**config.mk**
```make
export PLATFORM = sky130hd
export DESIGN_NAME = jla_tx_end_flat
export DESIGN_NICKNAME = d
export VERILOG_FILES = /design/src/rtl/jla_pkg.sv /design/src/rtl/jla_if.sv /design/src/rtl/jla_tx_end.sv /design/src/flat_wrapper.sv
export SDC_FILE = /design/constraint.sdc
export NUM_CORES = 1
export LEC_CHECK = 0
export BUFFER_PORTS_ARGS = -buffer_cell sky130_fd_sc_hd__buf_2
export CORE_MARGIN = 5
export CORE_UTILIZATION = 30
export CTS_BUF_LIST = sky130_fd_sc_hd__clkbuf_16
export CTS_CLUSTER_DIAMETER = 150
export CTS_CLUSTER_SIZE = 28
export DETAILED_ROUTE_END_ITERATION = 7
export SYNTH_ARGS = -nofsm -noshare
export SYNTH_HDL_FRONTEND = slang
export SYNTH_HIERARCHICAL = 1
export SYNTH_SLANG_ARGS = --single-unit
```
**constraint.sdc**
```tcl
create_clock -name ref_clk -period 39.2 [get_ports ref_clk]
set_input_delay 7.84 -clock ref_clk [delete_from_list [all_inputs] [get_ports ref_clk]]
set_output_delay 7.84 -clock ref_clk [all_outputs]
set_load 0.005 [all_outputs]
```
**src/rtl/jla_pkg.sv**
```systemverilog
/*
  Shared constants for the latency alignment pair: register map of the
  receiving device, field positions, reset values, host command map.
  Assumes both ends run on one clock, ref_clk.
*/
package jla_pkg;
  localparam int AW = 12;
  localparam int RW = 8;
  localparam int DW = 16;
  localparam int FIFO_D = 16;
  // Device register offsets
  localparam logic [AW-1:0] A_SYNC = 12'h03A;
  localparam logic [AW-1:0] A_LINK = 12'h300;
  localparam logic [AW-1:0] A_SUBC = 12'h301;
  localparam logic [AW-1:0] A_LAT0 = 12'h302;
  localparam logic [AW-1:0] A_LAT1 = 12'h303;
  localparam logic [AW-1:0] A_DEL = 12'h304;
  localparam logic [AW-1:0] A_WIN = 12'h305;
  localparam logic [AW-1:0] A_PCMF = 12'h306;
  localparam logic [AW-1:0] A_OCT = 12'h307;
  localparam logic [AW-1:0] A_STAT = 12'h30C;
  // Sync control values and fields
  localparam logic [RW-1:0] SYNC_ONESHOT = 8'h01;
  localparam logic [RW-1:0] SYNC_ENABLE = 8'h81;
  localparam logic [RW-1:0] SYNC_ARMED = 8'hC1;
  localparam int SYNC_EN_BIT = 7;
  localparam int SYNC_ARM_BIT = 6;
  localparam logic [1:0] MODE_ONESHOT = 2'h1;
  // Link enable fields
  localparam int CHK_BIT = 6;
  localparam int DUAL_BIT = 3;
  localparam logic [1:0] EN_BOTH = 2'h3;
  localparam logic [1:0] EN_ZERO = 2'h1;
  // Limits and reset values
  localparam logic [RW-1:0] WIN_MAX = 8'h0A;
  localparam logic [RW-1:0] PCMF_RST = 8'h10;
  localparam logic [RW-1:0] OCT_RST = 8'h02;
  localparam logic [RW-1:0] ZERO8 = 8'h00;
  localparam logic [RW-1:0] ONE8 = 8'h01;
  localparam logic [4:0] RUNS = 5'h14;
  localparam logic [7:0] WAIT_CYC = 8'h40;
  // Host command map
  localparam logic [3:0] H_CTRL = 4'h0;
  localparam logic [3:0] H_SUBC = 4'h1;
  localparam logic [3:0] H_LINK = 4'h2;
  localparam logic [3:0] H_PCMF = 4'h3;
  localparam logic [3:0] H_OCT = 4'h4;
  localparam logic [3:0] H_FIXQ = 4'h5;
  localparam logic [3:0] H_VARQ = 4'h6;
  localparam logic [3:0] H_MIN = 4'h7;
  localparam logic [3:0] H_MAX = 4'h8;
  localparam logic [3:0] H_DEL = 4'h9;
  localparam logic [3:0] H_WIN = 4'hA;
  localparam logic [3:0] H_STAT = 4'hB;
  localparam int Q_BITS = 2;
  localparam logic [RW-1:0] Q_RND = 8'h03;

  // Frame clocks per processing-clock cycle, four over octets per frame
  function automatic logic [RW-1:0] frames_per_proc_cycle(input logic [RW-1:0] f);
    case (f)
      8'h01: frames_per_proc_cycle = 8'h04;
      8'h02: frames_per_proc_cycle = 8'h02;
      default: frames_per_proc_cycle = 8'h01;
    endcase
  endfunction
endpackage

```
**src/rtl/jla_if.sv**
```systemverilog
/*
  Link between the transmitter end and the receiving device: register
  port, alignment edge, lane multiframe markers and the data stream.
  Assumes both ends share ref_clk; no clocking block.
*/
`timescale 1ns/1ps
interface jla_if;
  import jla_pkg::*;
  logic [AW-1:0] reg_addr;
  logic [RW-1:0] reg_wdata;
  logic reg_wr;
  logic reg_rd;
  logic [RW-1:0] reg_rdata;
  logic sysref;
  logic [1:0] mf_edge;
  logic tx_valid;
  logic [DW-1:0] tx_data;
  logic tx_ready;
  modport dev (
    input reg_addr, reg_wdata, reg_wr, reg_rd, sysref, mf_edge, tx_valid, tx_data,
    output reg_rdata, tx_ready
  );
  modport tx (
    output reg_addr, reg_wdata, reg_wr, reg_rd, sysref, mf_edge, tx_valid, tx_data,
    input reg_rdata, tx_ready
  );
endinterface

```
**src/rtl/jla_tx_end.sv**
```systemverilog
/*
  Transmitter end: data FIFO, lane multiframe markers, one-shot sync
  sequence, latency collection over many runs and delay computation.
  Assumes the device end on the same clock behind jla_if.
*/
// Our own choice: the strobed register port.
`timescale 1ns/1ps
module jla_fifo #(
  parameter int W = 16,
  parameter int D = 16
) (
  input wire logic ref_clk,
  input wire logic rst,
  input wire logic in_valid,
  input wire logic [W-1:0] in_data,
  output logic in_ready,
  output logic out_valid,
  output logic [W-1:0] out_data,
  input wire logic out_ready
);
  localparam int PW = $clog2(D);
  logic [W-1:0] mem [D];
  logic [PW-1:0] wp_r, wp_nxt, rp_r, rp_nxt;
  logic [PW:0] cnt_r, cnt_nxt;
  logic push, pop;
  logic rdy_r, rdy_nxt;

  // Ready is registered from the next count, so it is exact and leaves from a flop
  always_comb begin
    in_ready = rdy_r;
    push = in_valid & in_ready;
    pop = out_valid & out_ready;
    wp_nxt = push ? wp_r + 1'b1 : wp_r;
    rp_nxt = pop ? rp_r + 1'b1 : rp_r;
    cnt_nxt = cnt_r + {{PW{1'b0}}, push} - {{PW{1'b0}}, pop};
    rdy_nxt = (cnt_nxt != D[PW:0]);
    out_valid = (cnt_r != '0);
    out_data = mem[rp_r];
  end

  always_ff @(posedge ref_clk or posedge rst) begin
    if (rst) begin
      wp_r <= '0;
      rp_r <= '0;
      cnt_r <= '0;
      rdy_r <= 1'b0;
    end else begin
      wp_r <= wp_nxt;
      rp_r <= rp_nxt;
      cnt_r <= cnt_nxt;
      rdy_r <= rdy_nxt;
    end
  end

  // Storage carries no reset
  always_ff @(posedge ref_clk) begin
    if (push) begin
      mem[wp_r] <= in_data;
    end
  end
endmodule

module jla_tx_end
  import jla_pkg::*;
(
  jla_if.tx lnk,
  input wire logic ref_clk,
  input wire logic rst,
  input wire logic [3:0] cmd_addr,
  input wire logic [RW-1:0] cmd_wdata,
  input wire logic cmd_wr,
  input wire logic cmd_rd,
  output logic [RW-1:0] cmd_rdata,
  input wire logic in_valid,
  input wire logic [DW-1:0] in_data,
  output logic in_ready
);
  typedef enum logic [12:0] {
    S_IDLE = 13'h0001, S_SUB = 13'h0002, S_MODE = 13'h0004, S_EN = 13'h0008,
    S_ARM = 13'h0010, S_SREF = 13'h0020, S_LINK = 13'h0040, S_WAIT = 13'h0080,
    S_RD0 = 13'h0100, S_RD1 = 13'h0200, S_CAP = 13'h0400, S_CALC = 13'h0800,
    S_PROG = 13'h1000
  } jla_state_t;
  jla_state_t st_r, st_nxt;
  logic [RW-1:0] subc_r, link_r, pcmf_r, oct_r, fixq_r, varq_r, ctrl_r;
  logic [RW-1:0] lo_min_r, lo_max_r, hi_min_r, hi_max_r, mn_r, mx_r, del_r, win_r;
  logic lo_any_r, hi_any_r, busy_r, done_r, second_r;
  logic [4:0] run_r;
  logic [7:0] wait_r, mf_r;
  logic [RW-1:0] a_mn, a_mx, a_del, a_win, fac, half, rd_v;
  logic [RW+1:0] tot;
  logic f_valid, f_ready, f_push;
  logic [DW-1:0] f_data;

  jla_fifo #(.W(DW), .D(FIFO_D)) u_fifo (
    .ref_clk(ref_clk), .rst(rst), .in_valid(in_valid), .in_data(in_data),
    .in_ready(in_ready), .out_valid(f_valid), .out_data(f_data),
    .out_ready(f_ready)
  );

  // Stream drains when the device signals ready; back-pressure fills it
  always_comb begin
    // Pop exactly when the output register loads, or a word is sent twice
    f_push = ~lnk.tx_valid | lnk.tx_ready;
    f_ready = f_push;
    rd_v = lnk.reg_rdata;
    fac = frames_per_proc_cycle(oct_r);
    half = pcmf_r >> 1;
    tot = {2'b00, fixq_r} + {2'b00, varq_r} + {2'b00, Q_RND};
    // Minimum and maximum from the known delays or the pooled readings, low group lifted on rollover
    if (ctrl_r[1]) begin
      a_mn = fixq_r >> Q_BITS;
      a_mx = tot[RW+1:Q_BITS];
    end else if (lo_any_r && hi_any_r) begin
      a_mn = hi_min_r;
      a_mx = lo_max_r + pcmf_r;
    end else if (hi_any_r) begin
      a_mn = hi_min_r;
      a_mx = hi_max_r;
    end else begin
      a_mn = lo_min_r;
      a_mx = lo_max_r;
    end
    a_win = (a_mx + ONE8) - (a_mn - ONE8);
    if (subc_r[0]) begin
      a_del = ((a_mn - ONE8) * fac) % (pcmf_r * fac);
    end else begin
      a_del = (a_mn - ONE8) % pcmf_r;
    end
  end

  // Sequencer: subclass first, then mode, enable, arm, edge, links
  always_comb begin
    st_nxt = st_r;
    case (st_r)
      S_IDLE: if (cmd_wr && cmd_addr == H_CTRL && cmd_wdata[0]) begin
        st_nxt = cmd_wdata[1] ? S_CALC : S_SUB;
      end
      S_SUB: st_nxt = S_MODE;
      S_MODE: st_nxt = S_EN;
      S_EN: st_nxt = S_ARM;
      S_ARM: st_nxt = S_SREF;
      S_SREF: st_nxt = S_LINK;
      S_LINK: st_nxt = S_WAIT;
      S_WAIT: if (wait_r == WAIT_CYC) begin
        st_nxt = S_RD0;
      end
      S_RD0: st_nxt = S_RD1;
      S_RD1: st_nxt = S_CAP;
      S_CAP: st_nxt = (run_r == RUNS - 5'h01) ? S_CALC : S_SUB;
      S_CALC: st_nxt = S_PROG;
      S_PROG: if (second_r) begin
        st_nxt = S_IDLE;
      end
      default: st_nxt = S_IDLE;
    endcase
  end

  // Command registers, link drive, accumulation and results
  always_ff @(posedge ref_clk or posedge rst) begin
    if (rst) begin
      st_r <= S_IDLE;
      {subc_r, link_r, fixq_r, varq_r, ctrl_r} <= '0;
      pcmf_r <= PCMF_RST;
      oct_r <= OCT_RST;
      {lo_max_r, hi_max_r, mn_r, mx_r, del_r, win_r} <= '0;
      lo_min_r <= 8'hFF;
      hi_min_r <= 8'hFF;
      {lo_any_r, hi_any_r, busy_r, done_r, second_r} <= '0;
      run_r <= '0;
      wait_r <= '0;
      mf_r <= '0;
      lnk.reg_addr <= '0;
      lnk.reg_wdata <= '0;
      lnk.reg_wr <= 1'b0;
      lnk.reg_rd <= 1'b0;
      lnk.sysref <= 1'b0;
      lnk.mf_edge <= '0;
      lnk.tx_valid <= 1'b0;
      lnk.tx_data <= '0;
      cmd_rdata <= '0;
    end else begin
      st_r <= st_nxt;
      if (f_push) begin
        lnk.tx_valid <= f_valid;
        lnk.tx_data <= f_data;
      end
      // Transmit multiframe markers on both links
      mf_r <= (mf_r + 8'h01 >= pcmf_r) ? 8'h00 : mf_r + 8'h01;
      lnk.mf_edge <= {2{mf_r == 8'h00}};
      if (cmd_wr) begin
        case (cmd_addr)
          H_CTRL: ctrl_r <= cmd_wdata;
          H_SUBC: subc_r <= cmd_wdata;
          H_LINK: link_r <= cmd_wdata;
          H_PCMF: pcmf_r <= cmd_wdata;
          H_OCT: oct_r <= cmd_wdata;
          H_FIXQ: fixq_r <= cmd_wdata;
          H_VARQ: varq_r <= cmd_wdata;
          default: ;
        endcase
      end
      case (cmd_addr)
        H_CTRL: cmd_rdata <= ctrl_r;
        H_SUBC: cmd_rdata <= subc_r;
        H_LINK: cmd_rdata <= link_r;
        H_PCMF: cmd_rdata <= pcmf_r;
        H_OCT: cmd_rdata <= oct_r;
        H_FIXQ: cmd_rdata <= fixq_r;
        H_VARQ: cmd_rdata <= varq_r;
        H_MIN: cmd_rdata <= mn_r;
        H_MAX: cmd_rdata <= mx_r;
        H_DEL: cmd_rdata <= del_r;
        H_WIN: cmd_rdata <= win_r;
        H_STAT: cmd_rdata <= {5'h00, win_r > WIN_MAX, done_r, busy_r};
        default: cmd_rdata <= ZERO8;
      endcase
      lnk.reg_wr <= 1'b0;
      lnk.reg_rd <= 1'b0;
      lnk.sysref <= 1'b0;
      wait_r <= (st_r == S_WAIT) ? wait_r + 8'h01 : 8'h00;
      if (st_r == S_IDLE && st_nxt != S_IDLE) begin
        busy_r <= 1'b1;
        done_r <= 1'b0;
        run_r <= '0;
        {lo_any_r, hi_any_r, lo_max_r, hi_max_r} <= '0;
        lo_min_r <= 8'hFF;
        hi_min_r <= 8'hFF;
      end
      case (st_r)
        S_SUB: {lnk.reg_wr, lnk.reg_addr, lnk.reg_wdata} <= {1'b1, A_SUBC, subc_r};
        S_MODE: {lnk.reg_wr, lnk.reg_addr, lnk.reg_wdata} <= {1'b1, A_SYNC, SYNC_ONESHOT};
        S_EN: {lnk.reg_wr, lnk.reg_addr, lnk.reg_wdata} <= {1'b1, A_SYNC, SYNC_ENABLE};
        S_ARM: {lnk.reg_wr, lnk.reg_addr, lnk.reg_wdata} <= {1'b1, A_SYNC, SYNC_ARMED};
        S_SREF: lnk.sysref <= subc_r[0];
        S_LINK: {lnk.reg_wr, lnk.reg_addr, lnk.reg_wdata} <= {1'b1, A_LINK, link_r};
        S_WAIT: if (st_nxt == S_RD0) begin
          {lnk.reg_rd, lnk.reg_addr} <= {1'b1, A_LAT0};
        end
        S_RD0: {lnk.reg_rd, lnk.reg_addr} <= {1'b1, A_LAT1};
        S_RD1, S_CAP: begin
          // Link one counts only when both links are enabled
          if (st_r == S_RD1 || link_r[1:0] == EN_BOTH) begin
            if (rd_v < half) begin
              lo_any_r <= 1'b1;
              if (rd_v < lo_min_r) lo_min_r <= rd_v;
              if (rd_v > lo_max_r) lo_max_r <= rd_v;
            end else begin
              hi_any_r <= 1'b1;
              if (rd_v < hi_min_r) hi_min_r <= rd_v;
              if (rd_v > hi_max_r) hi_max_r <= rd_v;
            end
          end
          if (st_r == S_CAP) run_r <= run_r + 5'h01;
        end
        S_CALC: begin
          {mn_r, mx_r, del_r, win_r} <= {a_mn, a_mx, a_del, a_win};
          second_r <= 1'b0;
        end
        S_PROG: begin
          // One pair of values is shared by every link
          lnk.reg_wr <= 1'b1;
          lnk.reg_addr <= second_r ? A_WIN : A_DEL;
          lnk.reg_wdata <= second_r ? win_r : del_r;
          second_r <= 1'b1;
          if (second_r) begin
            busy_r <= 1'b0;
            done_r <= 1'b1;
          end
        end
        default: ;
      endcase
    end
  end
endmodule

```
**src/flat_wrapper.sv**
```systemverilog
// flat-port wrapper written by rule: the top's interface ports become plain ports
module jla_tx_end_flat import jla_pkg::*;
  (ref_clk, rst, cmd_addr, cmd_wdata, cmd_wr, cmd_rd, cmd_rdata, in_valid, in_data, in_ready, lnk_reg_addr, lnk_reg_wdata, lnk_reg_wr, lnk_reg_rd, lnk_sysref, lnk_mf_edge, lnk_tx_valid, lnk_tx_data, lnk_reg_rdata, lnk_tx_ready);
  jla_if lnk_i ();
  input wire logic ref_clk;
  input wire logic rst;
  input wire logic [3:0] cmd_addr;
  input wire logic [RW-1:0] cmd_wdata;
  input wire logic cmd_wr;
  input wire logic cmd_rd;
  output logic [RW-1:0] cmd_rdata;
  input wire logic in_valid;
  input wire logic [DW-1:0] in_data;
  output logic in_ready;
  output wire logic [$bits(lnk_i.reg_addr)-1:0] lnk_reg_addr;
  output wire logic [$bits(lnk_i.reg_wdata)-1:0] lnk_reg_wdata;
  output wire logic [$bits(lnk_i.reg_wr)-1:0] lnk_reg_wr;
  output wire logic [$bits(lnk_i.reg_rd)-1:0] lnk_reg_rd;
  output wire logic [$bits(lnk_i.sysref)-1:0] lnk_sysref;
  output wire logic [$bits(lnk_i.mf_edge)-1:0] lnk_mf_edge;
  output wire logic [$bits(lnk_i.tx_valid)-1:0] lnk_tx_valid;
  output wire logic [$bits(lnk_i.tx_data)-1:0] lnk_tx_data;
  input wire logic [$bits(lnk_i.reg_rdata)-1:0] lnk_reg_rdata;
  input wire logic [$bits(lnk_i.tx_ready)-1:0] lnk_tx_ready;
  assign lnk_reg_addr = lnk_i.reg_addr;
  assign lnk_reg_wdata = lnk_i.reg_wdata;
  assign lnk_reg_wr = lnk_i.reg_wr;
  assign lnk_reg_rd = lnk_i.reg_rd;
  assign lnk_sysref = lnk_i.sysref;
  assign lnk_mf_edge = lnk_i.mf_edge;
  assign lnk_tx_valid = lnk_i.tx_valid;
  assign lnk_tx_data = lnk_i.tx_data;
  assign lnk_i.reg_rdata = lnk_reg_rdata;
  assign lnk_i.tx_ready = lnk_tx_ready;
  jla_tx_end u_core (.lnk(lnk_i), .ref_clk(ref_clk), .rst(rst), .cmd_addr(cmd_addr), .cmd_wdata(cmd_wdata), .cmd_wr(cmd_wr), .cmd_rd(cmd_rd), .cmd_rdata(cmd_rdata), .in_valid(in_valid), .in_data(in_data), .in_ready(in_ready));
endmodule
```
==> impl_metrics.csv <==
group,metric,value,unit
timing,finalSetupViolations,0,
critical_path,crit_slowest_cell,"a2111oi_4",
critical_path,cp-end-kind,"register",
outcome,status,"complete, no violations",
synthesis,netlist_area,26500,um^2
global_route,antenna_found_initial,9,
critical_path,worstSetupPathType,"register to register",
clocking,h-tree-depth,1,
synthesis,synth_top_area_frac,0.290,
placement,placed_area,28200,um^2
routing,routed_wirelength,66.0,mm
synthesis,synthFlopType,"edfxtp_1",
routing,post-route-drc-count,0,
clocking,cts_setup_buffers,0,
critical_path,crit_arrival,17.98,ns
synthesis,synth_seq_cells,471,
final_layout,finalNonFillerCells,3471,
final_layout,fillCellCount,8905,
final_layout,final_core_util,0.327,
critical_path,reg2reg_setup_slack,21.66,ns
clocking,cts_sinks,471,
clocking,clkTransAtPathRegs,0.12,ns
timing,period_minus_slack,17.54,ns
critical_path,cpPeakStageDelay,0.77,ns
synthesis,synthTopCellsByArea,"edfxtp_1, dfrtp_1, ha_1",
die,fp.dieW,307,um
critical_path,r2r_cells,68,
routing,drt_iter0_markers,1228,
synthesis,synth_edf_count,256,
power,power_density,76.4,nW/um^2
power,power.total,2.20,mW
clocking,cts_resized,0,
die,die_area,94500,um^2
placement,io_buffers,87,
global_route,grt_max_degree,85,
hold_path,holdPathStages,2,
clocking,tritoncts,"built",
critical_path,start_kind,"register",
placement,place_inst,3431,
timing,relSlewSlack,0.179,
clocking,clkLatencyLatePin,0.58,ns
die,die_height,307,um
final_layout,seq_area,13100,um^2
clocking,clockBufferDepth,3,
global_route,grt_pass1_wl,102,mm
die,fp.coreArea,88100,um^2
power,p_leak,11.7,nW
routing,vias_per_cell,5.02,
power,ir_worst_vdd,59.9,uV
synthesis,seq_area_frac_synth,0.493,
timing,fin_skew,0.0154,ns
final_layout,final_cell_area,28800,um^2
synthesis,syn_inst,2244,
hold_path,min_from,"u_core/mx_r[2]",
final_layout,multi_input_area,12500,um^2
critical_path,crit_top_cell,"o21ai_0",
synthesis,synth_top_cell_by_area,"edfxtp_1",
critical_path,cp_max_fo,15,
placement,finalWeightedCongestion,0.863,
synthesis,ys_warn_count,6,
global_route,overflow,0,
routing,first_pass_iters,5,
timing,fmax,57.0,MHz
critical_path,crit_required,39.64,ns
timing,worst_pin_slew,1.22,ns
timing,rsz0062_at_grt,"false",
synthesis,async_flop_share,0.456,
critical_path,crit_start,"u_core/oct_r[2]",
timing,whs,0.489,ns
hold_path,hold_end,"u_core/mx_r[2]",
synthesis,synth.avg_cell_area,11.8,um^2
clocking,cts_root_buf,"clkbuf_16",
timing,hold_violations,0,
clocking,cts_buffers,20,
clocking,hold_buffers,0,
routing,vias,17427,
hold_path,hp-class,"register to register",
die,io_pins,93,
die,start_util,0.301,
synthesis,yosysUniqueCellTypes,105,
placement,place_ws,21.77,ns
routing,ant_nets,0,
die,core.rowCount,109,
timing,fin_crit_sh,0.448,
final_layout,syn_to_final_growth,8.41,%
global_route,grt_usage,0.136,
final_layout,drive_gt1_frac,0.166,
timing,layout_setup_ws,21.66,ns
final_layout,nNetsFinal,2529,
global_route,grt_pass1_vias,17201,
timing,slew_violations,0,
placement,dpl.hpwl,45.9,mm
critical_path,rr_startpoint,"u_core/oct_r[2]",
routing,wire_per_inst,19.0,um
critical_path,r2r_end,"u_core/del_r[7]",
run,cap_viol_max_count,0,
timing,fin_setup_tns,0,ns
registers in the layout, indices dropped and copies added (netlist names), 8 cells and up:
register	flops
u_core/subc_r	8
u_core/lo_min_r	8
u_core/ctrl_r	8
u_core/varq_r	8
u_core/hi_max_r	8
u_core/oct_r	8
u_core/wait_r	8
u_core/hi_min_r	8
u_core/lo_max_r	8
u_core/lnk.tx_data	16
u_core/mf_r	8
u_core/mn_r	8
u_core/mx_r	8
u_core/pcmf_r	8
u_core/del_r	8
u_core/win_r	8
u_core/fixq_r	8
u_core/link_r	8
u_core/lnk.reg_wdata	8
u_core/cmd_rdata	8
u_core/st_r	13
u_core/u_fifo/mem	256
synth_stat cells (all sizes together), types with 10 or more instances:
cell    count
edfxtp    256
buf        35
a21oi      82
o21bai     12
xor2       34
a22oi      46
nand4      11
mux2i      41
dfstp      19
o21ai     117
mux2      119
nor3       44
nor3b      12
a31oi      12
mux4       67
xnor2      51
or3        13
and3       16
nand2     206
and2       28
fa         18
ha        181
o211ai     10
nor2b      32
a22o       10
nor2      147
o21a       28
inv       130
a211oi     13
dfrtp     196
clkbuf     54
nand2b     20
a21o       32
nand3      39
cells by family after synthesis:
group                    Yosys count  synth area share
flip-flops                       471             0.493
multiplexers                     227             0.123
XOR/XNOR                          85            0.0280
other                              1          0.000141
buffers and inverters            220            0.0355
adder cells (fa/ha/maj)          199            0.0989
AO/OA/AOI/OAI                    431             0.110
AND/OR/NAND/NOR                  610             0.111
placed cells by master (no fill, tap or decap), types with 51 or more instances in the layout:
cell	instances
edfxtp_1	256
dfrtp_1	194
nand2_1	205
xnor2_1	51
a21oi_1	81
mux2_2	118
ha_1	181
nor2_1	146
buf_2	87
o21ai_0	112
inv_1	143
mux4_2	67
area by class of cell:
| class | count | area share |
|---|---|---|
| Clock buffer | 20 | 0.0174 |
| Sequential cell | 471 | 0.455 |
| Antenna cell | 4 | 0.000348 |
| Inverter | 131 | 0.0173 |
| Multi-Input combinational cell | 1556 | 0.436 |
| Timing Repair Buffer | 108 | 0.0206 |
| Clock inverter | 16 | 0.00309 |
| Tap cell | 1165 | 0.0506 |
where the power goes:
group / switching, mW / internal [mW]
logic: 0.707 / 0.564
registers: 0.0680 / 0.608
clock network: 0.154 / 0.0962
critical path: cells and delay by family, from the launching register on:
family                     cells  cell delay [ns]
muxes                          5             1.61
adders and majority gates     10             3.32
and+or+nand+nor               17             4.53
AOI/OAI and AO/OA             31             6.62
DFF                            1             0.43
xor gates and xnor gates       1             0.43
buffers and inverters          4             0.43
worst max-delay path by stage:
stage	endpoint	slack [ns]	cells past startpoint
after floorplan	u_core/del_r[3]	24.33	68
after global placement	u_core/del_r[7]	21.78	68
after detailed placement	u_core/del_r[7]	21.77	68
after CTS	u_core/del_r[7]	21.69	68
after global routing	u_core/del_r[7]	20.20	69
final	u_core/del_r[7]	21.66	68
layer usage:
metal	GRT usage	up-vias	part of all wire
li1	-	8327	-
met1	0.189	8653	0.45
met2	0.229	370	0.47
met3	0.0257	71	0.059
met4	0.0214	6	0.016
met5	0	-	0.00062
No activity file was read; power rests on OpenSTA's default activity.
